File: config.mk
export PLATFORM = sky130hd
export DESIGN_NAME = absolute_jump_execution
export DESIGN_NICKNAME = d
export VERILOG_FILES = /design/src/jump_pkg.sv /design/src/absolute_jump_execution.sv
export SDC_FILE = /design/constraint.sdc
export NUM_CORES = 1
export LEC_CHECK = 0
export CORE_ASPECT_RATIO = 0.5
export CORE_MARGIN = 1.5
export CORE_UTILIZATION = 44
export DETAILED_ROUTE_END_ITERATION = 7
export DONT_BUFFER_PORTS = 1
export GPL_TIMING_DRIVEN = 0
export HOLD_SLACK_MARGIN = 0.02
export PLACE_DENSITY = 0.6
export SYNTH_ARGS = -nofsm -noshare
export SYNTH_HDL_FRONTEND = slang
export SYNTH_SLANG_ARGS = --single-unit
File: constraint.sdc
create_clock -name clk -period 4.4 [get_ports clk]
set_input_delay 0.44 -clock clk [delete_from_list [all_inputs] [get_ports clk]]
set_output_delay 0.44 -clock clk [all_outputs]
set_load 0.02 [all_outputs]
File: src/jump_pkg.sv
/*
  Constants for the absolute jump decode and execute block.
  Assumes a 16-bit instruction word and a 16-bit program counter.
*/
package jump_pkg;
  localparam int          WORD_W      = 16;
  localparam int          LIT_W       = 13;
  localparam logic [2:0]  JUMP_OPCODE = 3'h6;
  localparam int          OPCODE_HI   = 15;
  localparam int          OPCODE_LO   = 13;
  localparam logic [12:0] LIT_MAX     = 13'h1fff;
  localparam logic [15:0] PC_RESET    = 16'h0000;
  localparam logic [7:0]  LATCH_RESET = 8'h00;

  typedef enum logic [3:0]
  {
    Q1 = 4'b0001,
    Q2 = 4'b0010,
    Q3 = 4'b0100,
    Q4 = 4'b1000
  } quarter_type;

  typedef enum logic [1:0]
  {
    ST_FIRST  = 2'b01,
    ST_FORCED = 2'b10
  } cycle_type;
endpackage : jump_pkg

File: src/absolute_jump_execution.sv
/*
  Decode and execution of the absolute jump inside the core.
  Assumes the fetch path presents a new word at each Q1 and that the
  rest of the core honours nop_active by suppressing its own side effects.
*/
// Overview of operation
// - Top opcode bits 110 mark a jump.
// - Thirteen-bit literal spans the whole page.
// - Literal loads counter bits twelve to zero.
// - High latch takes literal top and page.
// - One word, always two instruction cycles.
// - Decode, read literal, execute, no write.
// - Second cycle is forced no-operation, discarding prefetch.
`timescale 1ns/100ps
module absolute_jump_execution
  import jump_pkg::*;
(
  input  wire logic                    clk,
  input  wire logic                    rst_n,
  input  wire logic [jump_pkg::WORD_W-1:0] instr,
  output logic      [15:0]             pc,
  output logic      [7:0]              pc_high_latch,
  output logic      [3:0]              quarter,
  output logic                         nop_active,
  output logic                         discard_fetch,
  output logic                         reg_write_en
);
  import jump_pkg::*;

  //////////////////////////////////////////////////////////////////////////

  quarter_type      phase;
  quarter_type      next_phase;
  cycle_type        state;
  cycle_type        next_state;
  logic [LIT_W-1:0] literal;
  logic [LIT_W-1:0] next_literal;
  logic [7:0]       lit_low;
  logic [7:0]       next_lit_low;
  logic             jump_held;
  logic             next_jump_held;
  logic [15:0]      next_pc;
  logic [7:0]       next_latch;
  logic             next_nop_active;
  logic             next_discard;

  //////////////////////////////////////////////////////////////////////////

  function automatic logic is_jump(input logic [WORD_W-1:0] w);
    is_jump = (w[OPCODE_HI:OPCODE_LO] == JUMP_OPCODE);
  endfunction : is_jump

  wire logic in_q1     = (phase == Q1);
  wire logic in_q2     = (phase == Q2);
  wire logic in_q3     = (phase == Q3);
  wire logic in_q4     = (phase == Q4);
  wire logic in_first  = (state == ST_FIRST);
  wire logic in_forced = (state == ST_FORCED);

  // Words are looked at only in Q1 of a normal cycle, so the word that
  // was prefetched behind a jump is dropped without further logic.
  wire logic decode_hit   = in_q1 && in_first && is_jump(instr);
  wire logic read_low     = in_q2 && in_first && jump_held;
  wire logic exec_now     = in_q3 && in_first && jump_held;
  wire logic enter_forced = in_q4 && in_first && jump_held;
  wire logic leave_forced = in_q4 && in_forced;

  // The full literal range is accepted, so there is no bound check.
  assign next_literal = decode_hit ? instr[LIT_W-1:0] : literal;
  assign next_lit_low = read_low ? literal[7:0] : lit_low;
  assign next_pc      = exec_now
                        ? {pc[15:13], literal[12:8], lit_low}
                        : pc;
  assign next_latch   = exec_now
                        ? {pc[15:13], literal[12:8]}
                        : pc_high_latch;

  // Set wins over clear, although the two never meet in one quarter.
  assign next_jump_held = decode_hit ? 1'b1
                        : (leave_forced ? 1'b0 : jump_held);

  // The forced cycle cannot be skipped, since no path leaves it early.
  assign next_state = enter_forced ? ST_FORCED
                    : (in_q4 ? ST_FIRST : state);
  assign next_nop_active = (next_state == ST_FORCED);
  assign next_discard    = enter_forced;

  always_comb
  begin
    unique case (phase)
      Q1: next_phase = Q2;
      Q2: next_phase = Q3;
      Q3: next_phase = Q4;
      Q4: next_phase = Q1;
      default: next_phase = Q1;
    endcase
  end

  //////////////////////////////////////////////////////////////////////////

  always_ff @(posedge clk)
  begin
    if (!rst_n)
    begin
      phase <= Q1;
    end
    else
    begin
      phase <= next_phase;
    end
  end

  always_ff @(posedge clk)
  begin
    if (!rst_n)
    begin
      state <= ST_FIRST;
    end
    else
    begin
      state <= next_state;
    end
  end

  always_ff @(posedge clk)
  begin
    if (!rst_n)
    begin
      literal <= '0;
    end
    else
    begin
      literal <= next_literal;
    end
  end

  always_ff @(posedge clk)
  begin
    if (!rst_n)
    begin
      lit_low <= 8'h00;
    end
    else
    begin
      lit_low <= next_lit_low;
    end
  end

  always_ff @(posedge clk)
  begin
    if (!rst_n)
    begin
      jump_held <= 1'b0;
    end
    else
    begin
      jump_held <= next_jump_held;
    end
  end

  // Counter and latch update together in Q3, so the latch sees the page
  // bits before any later instruction can change them.
  always_ff @(posedge clk)
  begin
    if (!rst_n)
    begin
      pc <= PC_RESET;
    end
    else
    begin
      pc <= next_pc;
    end
  end

  always_ff @(posedge clk)
  begin
    if (!rst_n)
    begin
      pc_high_latch <= LATCH_RESET;
    end
    else
    begin
      pc_high_latch <= next_latch;
    end
  end

  always_ff @(posedge clk)
  begin
    if (!rst_n)
    begin
      quarter <= Q1;
    end
    else
    begin
      quarter <= next_phase;
    end
  end

  always_ff @(posedge clk)
  begin
    if (!rst_n)
    begin
      nop_active <= 1'b0;
    end
    else
    begin
      nop_active <= next_nop_active;
    end
  end

  always_ff @(posedge clk)
  begin
    if (!rst_n)
    begin
      discard_fetch <= 1'b0;
    end
    else
    begin
      discard_fetch <= next_discard;
    end
  end

  // No flag, working register or memory strobe exists here; the write
  // enable stays low through both cycles of the jump.
  always_ff @(posedge clk)
  begin
    if (!rst_n)
    begin
      reg_write_en <= 1'b0;
    end
    else
    begin
      reg_write_en <= 1'b0;
    end
  end
endmodule : absolute_jump_execution

==> results_tabular.tex, run 1 <==
\begin{tabular}{lr}
\hline
Metric & Value \\
\hline
\multicolumn{2}{l}{\textbf{Floorplanning}} \\
\quad Initial standard-cell utilization of the core & 46.30\% \\
\quad Die X-Extent & 93.88 um \\
\quad Number of placed I/O pins & 49 \\
\quad Core Rows & 16 \\
\quad Die ar. & 0.004547 sq mm \\
\quad Total core area & roughly 0.004 sq mm \\
\quad Die boundary height & 48.44 um \\
\multicolumn{2}{l}{\textbf{Clock tree}} \\
\quad CTS root buffer & sky130\_fd\_sc\_hd\_\_clkbuf\_8 \\
\quad Clock latency on the worst-skew pair & 0.29 ns \\
\quad Cts repair resizes & 0 \\
\quad CTS Hold Buffers Added & 0 \\
\quad Depth of the CTS H-tree & 2 \\
\quad TritonCTS Sinks & 43 \\
\quad Clock tree from TritonCTS & yes \\
\quad Num CTS Buffers & 5 \\
\quad Maximum clock insertion buffer count & 2 \\
\quad Setup bufs post-CTS & 0 \\
\quad Reg clk slew, reported paths & 0.09 ns \\
\multicolumn{2}{l}{\textbf{Worst setup path}} \\
\quad Critical path startpoint category & flip-flop \\
\quad Maximum fanout along the worst path & 10 \\
\quad Critical path cell sequence & nor4b\_2 > buf\_2 > nand4\_1 > a21oi\_1 \\
\quad Required time of the critical path & 4.62 ns \\
\quad Worst setup EP type & flip-flop \\
\quad End of the worst register-to-register path & literal[10] \\
\quad Launch point of the worst reg-to-reg path & quarter[0] \\
\quad Critical path data arrival time & between 2 and 2.5 ns \\
\quad Largest delay share family, worst path & simple AND/OR/NAND/NOR gates \\
\quad Buf+Inv Stages, Crit Path & 1 \\
\quad Slack of the worst reg-to-reg path & approximately 2.4 ns \\
\quad Kind of critical path & flip-flop to flip-flop \\
\quad Reg2reg path depth & 4 \\
\quad Max stage delay cell, worst path & sky130\_fd\_sc\_hd\_\_nor4b\_2 \\
\quad Critical Path Max Stage Delay & 0.64 ns \\
\multicolumn{2}{l}{\textbf{STA}} \\
\quad Final clock period utilization by the worst path & 44.46\% \\
\quad Skew final & 0.008655 ns \\
\quad Final worst path period need & 1.956 ns \\
\quad RSZ-0062 raised after global routing & false \\
\quad Final TNS setup & 0 ns \\
\quad Number of endpoints with negative hold slack in the final report & 0 \\
\quad Final number of setup-violating endpoints & 0 \\
\quad Final max-slew violation count & 0 \\
\quad Remaining max-slew budget at the tightest pin & 51.40\% \\
\quad Actual slew at the worst max-slew pin & 0.7270 ns \\
\quad Worst path setup slack after routing & around 2.4 ns \\
\quad Maximum achievable frequency & 511.1 MHz \\
\multicolumn{2}{l}{\textbf{Power and ir drop}} \\
\quad Power share of the combinational group & around 10\% \\
\quad Total design power & 813.2 uW \\
\quad Lkg Pwr & 0.6755 nW \\
\quad P\_sw & approximately 210 uW \\
\quad Cell internal pwr & 607.1 uW \\
\quad Power density of the placed cells & between 400 and 500 mW/mm\^{}2 \\
\quad Maximum vdd ir drop & 0.1487 mV \\
\quad Part of the power in registers & 50.9\% \\
\quad Part of the total power dissipated in the clock network & about two fifths \\
\quad Sw Share & 25.35\% \\
\multicolumn{2}{l}{\textbf{Synthesis}} \\
\quad Post-synthesis async set-or-reset flop share & 0\% \\
\quad Synthesized-area fraction occupied by adder cells & 0\% \\
\quad Top cells by count, synth & 43 x sky130\_fd\_sc\_hd\_\_dfxtp\_1, 36 x sky130\_fd\_sc\_hd\_\_a21oi\_1, 22 x sky130\_fd\_sc\_hd\_\_nand3\_1, 22 x sky130\_fd\_sc\_hd\_\_o21ai\_0, 17 x sky130\_fd\_sc\_hd\_\_clkbuf\_1 \\
\quad Yosys cell types & 24 \\
\quad Number of synthesized register bits & 43 \\
\quad Simple-gate area share of the yosys netlist & 20.39\% \\
\quad Primary flip-flop cell chosen by synthesis mapping & sky130\_fd\_sc\_hd\_\_dfxtp\_1 \\
\quad Post-synthesis cell type with the largest combined area & sky130\_fd\_sc\_hd\_\_dfxtp\_1 \\
\quad Xor and xnor area share after synthesis & 0\% \\
\quad Number of instances in the synthesized netlist & approximately 210 \\
\quad Fraction of synthesized area in multiplexers & 0\% \\
\quad Count of flip-flops with a built-in enable after synthesis & 0 \\
\quad Warning count from the yosys run & 0 \\
\quad Post-synthesis compound-gate area fraction & $\sim$22\% \\
\quad Most frequently used cell type in the post-synthesis netlist & sky130\_fd\_sc\_hd\_\_dfxtp\_1 \\
\quad Mean instance size in the synthesized netlist & 8.693 sq um \\
\quad Post-synthesis instance area & about 0.0018 sq mm \\
\quad Largest family of logic cells by synthesized area & compound AO/OA/AOI/OAI gates \\
\quad Share of synthesized area occupied by flip-flops and latches & 47.38\% \\
\quad Top cells by area, synth & sky130\_fd\_sc\_hd\_\_dfxtp\_1 47\%, sky130\_fd\_sc\_hd\_\_a21oi\_1 9.9\%, sky130\_fd\_sc\_hd\_\_nand3\_1 6.1\% \\
\quad Fraction of post-synthesis cell area in the top cell type by area & 47.38\% \\
\multicolumn{2}{l}{\textbf{Drt}} \\
\quad DRT antenna net count & 0 \\
\quad Detailed Route Iter0 Violations & 64 \\
\quad Via-per-instance ratio & 5.704 \\
\quad Routed len/inst & between 15 and 20 um \\
\quad Number of design rule violations left after detail routing & 0 \\
\quad Number of detailed-route iterations in the first pass & 4 \\
\quad Via count of the routed design & between 1500 and 2000 \\
\quad Wire length after detailed routing & 4441 um \\
\multicolumn{2}{l}{\textbf{Placed design}} \\
\quad RD Place Congestion & 0.8206 \\
\quad Estimated wirelength of the detail-placed design & 3228 um \\
\quad Number of input and output port buffers inserted & 0 \\
\quad Dpl ws & 2.484 ns \\
\quad Placed standard-cell area & approximately 0.0019 sq mm \\
\multicolumn{2}{l}{\textbf{Run status}} \\
\quad Result of the run & finished, final reports clean \\
\multicolumn{2}{l}{\textbf{Global route}} \\
\quad First-pass GRT wire length & 7107 um \\
\quad Initial antenna violation count & 0 \\
\quad GRT Resource Usage Total & around a fifth \\
\quad Maximum number of pins on one net before global-route repair & 14 \\
\quad Via count of the first global-routing pass & 1379 \\
\quad Grt ovf & 0 \\
\multicolumn{2}{l}{\textbf{Cells and area}} \\
\quad Layout overhead on the synthesized area & 11.43\% \\
\quad Number of antenna diodes & 0 \\
\quad Final-stage net count & 240 \\
\quad Final design area excluding fillers & 0.002024 sq mm \\
\quad Fraction of final layout cells sized beyond drive strength 1 & 12.11\% \\
\multicolumn{2}{l}{\textbf{Min path}} \\
\quad Endpoint of the worst hold-timing path & quarter[0] \\
\quad Path category of the worst min-delay check & primary input to flip-flop \\
\quad Worst Hold Depth & 1 \\
\quad Critical hold path startpoint & rst\_n \\
\multicolumn{2}{l}{\textbf{Flow run}} \\
\quad Number of maximum-capacitance constraint violations & 0 \\
\hline
\end{tabular}
==> per-layer routing <==
| metal | track usage [%] | up-vias | wire (um) |
|---|---|---|---|
| li1 | - | 777 | - |
| met1 | 32.57 | 728 | 2251 |
| met2 | 26.09 | 70 | 1653 |
| met3 | 7.862 | 5 | 510 |
| met4 | 4.478 | 0 | 25 |
| met5 | 0 | - | 0 |
==> power by group through the flow <==
stage	logic [mW]	clock network (mW)	registers, mW
floorplan	0.0636	0	0.419
global placement	0.0804	0	0.422
detailed placement	0.0805	0	0.422
CTS	0.0808	0.323	0.413
global route	0.0914	0.342	0.415
finish	0.0813	0.318	0.414
==> placed cells by master (no fill, tap or decap), types with 2 or more instances in the layout <==
cell	instances
sky130_fd_sc_hd__dfxtp_1	43
sky130_fd_sc_hd__a21oi_1	36
sky130_fd_sc_hd__nand3_1	22
sky130_fd_sc_hd__o21ai_0	22
sky130_fd_sc_hd__clkbuf_1	17
sky130_fd_sc_hd__o31ai_1	14
sky130_fd_sc_hd__nand4_1	13
sky130_fd_sc_hd__buf_4	12
sky130_fd_sc_hd__nor2_1	7
sky130_fd_sc_hd__conb_1	7
sky130_fd_sc_hd__clkbuf_8	6
sky130_fd_sc_hd__nor4b_2	3
sky130_fd_sc_hd__and3b_1	2
sky130_fd_sc_hd__or4b_1	2
sky130_fd_sc_hd__nand3b_1	2
sky130_fd_sc_hd__or4b_2	2
sky130_fd_sc_hd__nand2b_1	2
sky130_fd_sc_hd__nand2_1	2
==> worst register-to-register path: cells and delay by family, from the launching register on <==
kind,cells,cell delay (ns)
flops,1,0.60
simple gates,2,0.76
compound gates,1,0.17
buf+inv,1,0.35
==> sequential cells by signal, summed over array words and instances, names as in the netlist <==
register and flops:
pc 13, literal 13, jump_held 1, nop_active 1, lit_low 8, state 2, discard_fetch 1, quarter 4
==> worst max-delay path by stage <==
stage / startpoint / endpoint / slack [ns] / depth (start not counted)
after floorplan: quarter[0] / literal[10] / 2.70 / 5
final: quarter[0] / literal[10] / 2.44 / 4
after CTS: quarter[0] / literal[10] / 2.45 / 4
after detailed placement: quarter[0] / literal[10] / 2.48 / 4
after global placement: quarter[0] / literal[11] / 2.49 / 4
after global routing: quarter[0] / literal[6] / 2.23 / 4
==> metrics by stage <==
| step | std cells | util (%) | hold WS, ns |
|---|---|---|---|
| after floorplan | 215 | - | 0.4403 |
| after global placement | 269 | 48.60 | 0.4619 |
| after detailed placement | 269 | 48.60 | 0.4603 |
| after CTS | 277 | 51.59 | 0.2080 |
| after global routing | 277 | 51.59 | 0.2097 |
| final | 277 | 51.59 | 0.2110 |
==> kinds of logic (layout without fill, tap and decap cells) <==
logic type             Yosys count  after routing
AOI/OAI and AO/OA               74             74
DFF                             43             43
other                            1              7
and+or+nand+nor                 59             59
buffers and inverters           32             40
==> final cells by class <==
cell class / count / area, sq um
Tap cell: 54 / 67.56
Fill cell: 417 / 1899
Inverter: 1 / 3.754
Multi-Input combinational cell: 140 / 804.5
Buffer: 31 / 170.2
Clock buffer: 6 / 82.58
Clock inverter: 2 / 35.03
Sequential cell: 43 / 860.8
No activity file was read; power rests on OpenSTA's default activity.
==> run 2: changes to the inputs <==
clock period = 1.8 ns   (was 4.4 ns; I/O delays follow)
==> results_tabular.tex, run 2 (synthesis results as in run 1) <==
\begin{tabular}{lr}
\hline
Metric & Value \\
\hline
\multicolumn{2}{l}{\textbf{Worst setup path}} \\
\quad Kind of critical path & flip-flop to flip-flop \\
\quad Critical path data arrival time & 1.85 ns \\
\quad Max stage delay cell, worst path & sky130\_fd\_sc\_hd\_\_or4b\_2 \\
\quad Critical Path Max Stage Delay & 0.66 ns \\
\quad Maximum fanout along the worst path & 9 \\
\quad Required time of the critical path & 1.97 ns \\
\quad Buf+Inv Stages, Crit Path & 1 \\
\quad Largest delay share family, worst path & simple AND/OR/NAND/NOR gates \\
\quad Critical path cell sequence & or4b\_2 > clkbuf\_1 > o21ai\_0 > a21oi\_1 \\
\quad Critical path startpoint category & flip-flop \\
\quad Worst setup EP type & flip-flop \\
\multicolumn{2}{l}{\textbf{STA}} \\
\quad Skew final & 0.006257 ns \\
\quad RSZ-0062 raised after global routing & false \\
\quad Remaining max-slew budget at the tightest pin & 51.03\% \\
\quad Final max-slew violation count & 0 \\
\quad Worst path setup slack after routing & $\sim$0.11 ns \\
\quad Number of endpoints with negative hold slack in the final report & 0 \\
\quad Maximum achievable frequency & 592.3 MHz \\
\quad Final clock period utilization by the worst path & a little over nine tenths \\
\quad Actual slew at the worst max-slew pin & 0.7326 ns \\
\quad Final worst path period need & approximately 1.7 ns \\
\quad Final TNS setup & 0 ns \\
\quad Final number of setup-violating endpoints & 0 \\
\multicolumn{2}{l}{\textbf{Cells and area}} \\
\quad Final design area excluding fillers & 0.002053 sq mm \\
\quad Filler Cell Count & 415 \\
\quad Leading cell types in the layout, fill and taps excluded & 39 x sky130\_fd\_sc\_hd\_\_dfxtp\_1, 36 x sky130\_fd\_sc\_hd\_\_a21oi\_1, 22 x sky130\_fd\_sc\_hd\_\_nand3\_1 \\
\quad Storage cell area & 873.3 sq um \\
\quad Number of antenna diodes & 0 \\
\quad Registers with the highest flip-flop counts & literal x13, pc x13, lit\_low x8 \\
\quad Final-stage net count & 239 \\
\quad Layout overhead on the synthesized area & 13.02\% \\
\quad Leading cell type in the layout, fill and taps excluded & sky130\_fd\_sc\_hd\_\_dfxtp\_1 \\
\quad Final cell utilization of the core & a little over half \\
\quad Fraction of final layout cells sized beyond drive strength 1 & 14.86\% \\
\quad Multi-input gate area in the final layout & 817.0 sq um \\
\multicolumn{2}{l}{\textbf{Power and ir drop}} \\
\quad Maximum vdd ir drop & 0.3675 mV \\
\quad Power density of the placed cells & 976.7 mW/mm\^{}2 \\
\quad P\_sw & 508.7 uW \\
\quad Part of the total power dissipated in the clock network & 38.9\% \\
\quad Lkg Pwr & 0.6916 nW \\
\quad Part of the power in registers & 50.7\% \\
\quad Power share of the combinational group & 10.5\% \\
\quad Sw Share & 25.37\% \\
\quad Cell internal pwr & 1.497 mW \\
\multicolumn{2}{l}{\textbf{Clock tree}} \\
\quad Clock latency on the worst-skew pair & 0.29 ns \\
\quad CTS root buffer & sky130\_fd\_sc\_hd\_\_clkbuf\_8 \\
\quad Maximum clock insertion buffer count & 2 \\
\quad TritonCTS Sinks & 43 \\
\quad Depth of the CTS H-tree & 2 \\
\quad Clock tree from TritonCTS & yes \\
\quad Reg clk slew, reported paths & 0.08 ns \\
\quad Num CTS Buffers & 5 \\
\multicolumn{2}{l}{\textbf{Floorplanning}} \\
\quad Number of placed I/O pins & 49 \\
\quad Core Rows & 16 \\
\quad Die boundary height & 48.44 um \\
\quad Total core area & a little under 0.004 sq mm \\
\quad Die ar. & roughly 0.0045 sq mm \\
\quad Initial standard-cell utilization of the core & a little under half \\
\quad Die X-Extent & 93.88 um \\
\multicolumn{2}{l}{\textbf{Global route}} \\
\quad First-pass GRT wire length & 7162 um \\
\quad GRT Resource Usage Total & 20.88\% \\
\quad Via count of the first global-routing pass & 1377 \\
\quad Maximum number of pins on one net before global-route repair & 14 \\
\quad Grt ovf & 0 \\
\quad Initial antenna violation count & 0 \\
\multicolumn{2}{l}{\textbf{Placed design}} \\
\quad RD Place Congestion & 0.8206 \\
\quad Placed standard-cell area & 0.001907 sq mm \\
\quad Estimated wirelength of the detail-placed design & 3228 um \\
\quad Dpl ws & -0.1155 ns \\
\quad Number of input and output port buffers inserted & 0 \\
\multicolumn{2}{l}{\textbf{Flow run}} \\
\quad Number of maximum-capacitance constraint violations & 0 \\
\multicolumn{2}{l}{\textbf{Drt}} \\
\quad Via count of the routed design & around 1600 \\
\quad Detailed Route Iter0 Violations & between 90 and 100 \\
\quad Number of design rule violations left after detail routing & 0 \\
\quad Wire length after detailed routing & 4518 um \\
\quad Routed len/inst & 16.37 um \\
\quad Number of detailed-route iterations in the first pass & 5 \\
\quad Via-per-instance ratio & about 5.8 \\
\quad DRT antenna net count & 0 \\
\multicolumn{2}{l}{\textbf{Run status}} \\
\quad Result of the run & finished, final reports clean \\
\multicolumn{2}{l}{\textbf{Min path}} \\
\quad Path category of the worst min-delay check & primary input to flip-flop \\
\hline
\end{tabular}
==> run 2: changes by cell type in the layout (fill, tap and decap cells not counted), sizes merged <==
cell,change
clkbuf,-2
dlygate4sd3,+1
==> run 2: path summary, 6_finish.rpt <==
kind              startpoint    endpoint  slack [ns]  cells after the start
setup / recovery  quarter[0]  lit_low[2]        0.11                      4
hold / removal      instr[0]  literal[0]        0.03                      2
setup reg to reg  quarter[0]  lit_low[2]        0.11                      4
hold reg to reg   literal[4]  literal[4]        0.48                      2
==> run 2: cell type report <==
type / count / area share [%]
buffer: 29 / 7.983
clock buffer: 6 / 4.022
clock inverter: 2 / 1.706
inverter: 1 / 0.1828
multi-input combinational: 140 / 39.79
sequential: 43 / 42.54
tap: 54 / 3.291
timing repair buffer: 1 / 0.4875
==> run 2: stage by stage <==
| stage | power (mW) | std cells | hold WS, ns |
|---|---|---|---|
| floorplan | 1.179 | 215 | 0.2511 |
| global placement | 1.228 | 269 | 0.2559 |
| detailed placement | 1.229 | 269 | 0.2600 |
| CTS | 2.008 | 277 | 0.03308 |
| global route | 2.086 | 276 | 0.03101 |
| finish | 2.005 | 276 | 0.03473 |
==> run 2: timing repair <==
item / 4_1_cts / 5_1_grt
hold buffers: 1 / 0
buffers inserted: 0 / 0
endpoints found under the setup margin: 27 / 19
hold endpoints to repair: 3 / 0
gates resized for setup: 6 / 6
==> run 2: power by group through the flow <==
stage | clock (mW) | combinational, mW | sequential [mW]
final | 0.779 | 0.210 | 1.02
after global routing | 0.832 | 0.234 | 1.02
after CTS | 0.790 | 0.203 | 1.02
after detailed placement | 0 | 0.197 | 1.03
after global placement | 0 | 0.197 | 1.03
after floorplan | 0 | 0.156 | 1.02
==> run 2: worst reg2reg max path: stages (launching register included) <==
cell,delay [ns]
sky130_fd_sc_hd__dfxtp_4,0.40
sky130_fd_sc_hd__or4b_2,0.66
sky130_fd_sc_hd__clkbuf_1,0.21
sky130_fd_sc_hd__o21ai_0,0.20
sky130_fd_sc_hd__a21oi_1,0.08
==> run 2: routing by layer <==
metal,up-vias,wire (um),track usage (%),part of all wire (%)
li1,771,-,-,-
met1,763,2422,32.97,54
met2,68,1660,26.33,37
met3,8,397,7.704,8.8
met4,0,38,4.478,0.84
met5,-,0,0,0
==> run 3: changes to the inputs <==
--- a/config.mk
+++ b/config.mk
@@ -14,2 +14,3 @@
 export HOLD_SLACK_MARGIN = 0.02
+export MAX_ROUTING_LAYER = met4
 export PLACE_DENSITY = 0.6
==> constraint.sdc (replaced) <==
create_clock -name clk -period 1.8 [get_ports clk]
set_input_delay 0.36 -clock clk [delete_from_list [all_inputs] [get_ports clk]]
set_output_delay 0.36 -clock clk [all_outputs]
set_load 0.02 [all_outputs]
==> results_tabular.tex, run 3 (synthesis results as in run 1) <==
\begin{tabular}{lr}
\hline
Metric & Value \\
\hline
\multicolumn{2}{l}{\textbf{Run status}} \\
\quad Result of the run & finished, final reports clean \\
\multicolumn{2}{l}{\textbf{Drt}} \\
\quad Via count of the routed design & 1576 \\
\quad Detailed Route Iter0 Violations & 86 \\
\quad Wire length after detailed routing & 4427 um \\
\quad Via-per-instance ratio & 5.731 \\
\quad Number of detailed-route iterations in the first pass & 4 \\
\quad DRT antenna net count & 0 \\
\quad Routed len/inst & 16.10 um \\
\quad Number of design rule violations left after detail routing & 0 \\
\multicolumn{2}{l}{\textbf{Min path}} \\
\quad Path category of the worst min-delay check & primary input to flip-flop \\
\multicolumn{2}{l}{\textbf{Placed design}} \\
\quad Placed standard-cell area & between 0.0015 and 0.002 sq mm \\
\quad RD Place Congestion & around 0.83 \\
\quad Estimated wirelength of the detail-placed design & 3228 um \\
\quad DP Cell Count & about 270 \\
\quad Number of input and output port buffers inserted & 0 \\
\multicolumn{2}{l}{\textbf{Cells and area}} \\
\quad Final-stage net count & $\sim$240 \\
\quad Final cell utilization of the core & 52.07\% \\
\quad Fraction of final layout cells sized beyond drive strength 1 & 14.93\% \\
\quad Registers with the highest flip-flop counts & literal x13, pc x13, lit\_low x8 \\
\quad Final instance count without filler cells & 275 \\
\quad Number of antenna diodes & 0 \\
\quad Final design area excluding fillers & 0.002043 sq mm \\
\quad Leading cell types in the layout, fill and taps excluded & 39 x sky130\_fd\_sc\_hd\_\_dfxtp\_1, 36 x sky130\_fd\_sc\_hd\_\_a21oi\_1, 22 x sky130\_fd\_sc\_hd\_\_nand3\_1 \\
\quad Layout overhead on the synthesized area & 12.47\% \\
\quad Leading cell type in the layout, fill and taps excluded & sky130\_fd\_sc\_hd\_\_dfxtp\_1 \\
\multicolumn{2}{l}{\textbf{STA}} \\
\quad Number of endpoints with negative hold slack in the final report & 0 \\
\quad Final max-slew violation count & 0 \\
\quad Final number of setup-violating endpoints & 0 \\
\quad Final hold slack & 0.1324 ns \\
\quad Remaining max-slew budget at the tightest pin & 51.36\% \\
\quad Final TNS setup & 0 ns \\
\quad RSZ-0062 raised after global routing & false \\
\quad Actual slew at the worst max-slew pin & 0.7277 ns \\
\quad Final worst path period need & 1.679 ns \\
\quad Maximum achievable frequency & 595.6 MHz \\
\quad Final clock period utilization by the worst path & between 90 and 100\% \\
\quad Skew final & 0.006931 ns \\
\multicolumn{2}{l}{\textbf{Worst setup path}} \\
\quad Worst setup EP type & flip-flop \\
\quad Critical path cell sequence & or4b\_2 > clkbuf\_1 > o21ai\_0 > a21oi\_1 \\
\quad Critical path startpoint category & flip-flop \\
\quad Buf+Inv Stages, Crit Path & 1 \\
\quad Critical Path Max Stage Delay & between 0.6 and 0.7 ns \\
\quad Maximum fanout along the worst path & 9 \\
\quad Kind of critical path & flip-flop to flip-flop \\
\quad Largest delay share family, worst path & simple AND/OR/NAND/NOR gates \\
\quad Required time of the critical path & 1.97 ns \\
\quad Critical path data arrival time & around 1.9 ns \\
\quad Max stage delay cell, worst path & sky130\_fd\_sc\_hd\_\_or4b\_2 \\
\multicolumn{2}{l}{\textbf{Power and ir drop}} \\
\quad Maximum vdd ir drop & between 0.3 and 0.4 mV \\
\quad P\_sw & 504.1 uW \\
\quad Part of the power in registers & 50.8\% \\
\quad Power share of the combinational group & 10.3\% \\
\quad Part of the total power dissipated in the clock network & between 30\% and 40\% \\
\quad Sw Share & between 20 and 30\% \\
\quad Cell internal pwr & around 1.5 mW \\
\quad Lkg Pwr & 0.6874 nW \\
\quad Power density of the placed cells & 978.5 mW/mm\^{}2 \\
\multicolumn{2}{l}{\textbf{Global route}} \\
\quad Via count of the first global-routing pass & between 1000 and 1500 \\
\quad First-pass GRT wire length & 7127 um \\
\quad Initial antenna violation count & 0 \\
\quad Grt ovf & 0 \\
\quad Maximum number of pins on one net before global-route repair & 14 \\
\quad GRT Resource Usage Total & between 20\% and 30\% \\
\multicolumn{2}{l}{\textbf{Clock tree}} \\
\quad Maximum clock insertion buffer count & 2 \\
\quad Reg clk slew, reported paths & approximately 0.08 ns \\
\quad TritonCTS Sinks & 43 \\
\quad Depth of the CTS H-tree & 2 \\
\quad CTS root buffer & sky130\_fd\_sc\_hd\_\_clkbuf\_8 \\
\quad CTS Hold Buffers Added & 0 \\
\quad Clock latency on the worst-skew pair & 0.29 ns \\
\quad Setup bufs post-CTS & 0 \\
\quad Num CTS Buffers & 5 \\
\quad Clock tree from TritonCTS & yes \\
\multicolumn{2}{l}{\textbf{Floorplanning}} \\
\quad Die boundary height & 48.44 um \\
\quad Die ar. & approximately 0.0045 sq mm \\
\quad Initial standard-cell utilization of the core & 46.30\% \\
\quad Core Rows & 16 \\
\quad Total core area & 0.003924 sq mm \\
\quad Number of placed I/O pins & just under 50 \\
\quad Die X-Extent & approximately 94 um \\
\multicolumn{2}{l}{\textbf{Flow run}} \\
\quad Number of maximum-capacitance constraint violations & 0 \\
\hline
\end{tabular}
[run 3: cell count changes in the layout (fill, tap and decap cells not counted)]
cell                            previous run  this run
sky130_fd_sc_hd__dlygate4sd3_1             1         0
[run 3: final cells by class]
cell class                      count  area (sq um)
Sequential cell                    43         873.3
Multi-Input combinational cell    140         817.0
Clock buffer                        6         82.58
Tap cell                           54         67.56
Buffer                             29         163.9
Fill cell                         413          1881
Inverter                            1         3.754
Clock inverter                      2         35.03
[run 3: worst paths after layout]
path         startpoint         end  slack, ns  cells after the start
max          quarter[0]  lit_low[2]       0.12                      4
min reg2reg  literal[4]  literal[4]       0.48                      2
max reg2reg  quarter[0]  lit_low[2]       0.12                      4
min               rst_n  quarter[0]       0.13                      1
[run 3: power by group through the flow]
| stage | Clock (mW) | Sequential [mW] | Combinational [mW] |
|---|---|---|---|
| 2_1_floorplan | 0 | 1.02 | 0.156 |
| 3_3_place_gp | 0 | 1.03 | 0.197 |
| 3_5_place_dp | 0 | 1.03 | 0.197 |
| 4_1_cts | 0.790 | 1.02 | 0.200 |
| 5_1_grt | 0.832 | 1.02 | 0.231 |
| 6_report | 0.778 | 1.02 | 0.206 |
[run 3: repair_timing]
item                                    4_1_cts  5_1_grt
gates cloned                                  0        0
endpoints found under the setup margin       27       19
gates resized for setup                       6        6
[run 3: routing by layer]
layer	vias to the layer above	global-route usage, %	part of all wire (%)
met5	-	-	0
met4	0	4.478	0.66
met3	7	7.233	9.3
met2	69	26.09	38
met1	729	33.07	52
li1	771	-	-
[run 3: worst register-to-register path, stage by stage, from the launching register on]
cell and delay [ns]:
sky130_fd_sc_hd__dfxtp_4 0.40, sky130_fd_sc_hd__or4b_2 0.66, sky130_fd_sc_hd__clkbuf_1 0.21, sky130_fd_sc_hd__o21ai_0 0.20, sky130_fd_sc_hd__a21oi_1 0.08
[run 3: stage by stage]
stage	power (mW)	setup WS, ns
global placement	1.228	-0.1085
detailed placement	1.229	-0.1155
global route	2.083	0.01568
CTS	2.006	0.03555
finish	1.999	0.1210
floorplan	1.179	0.1022
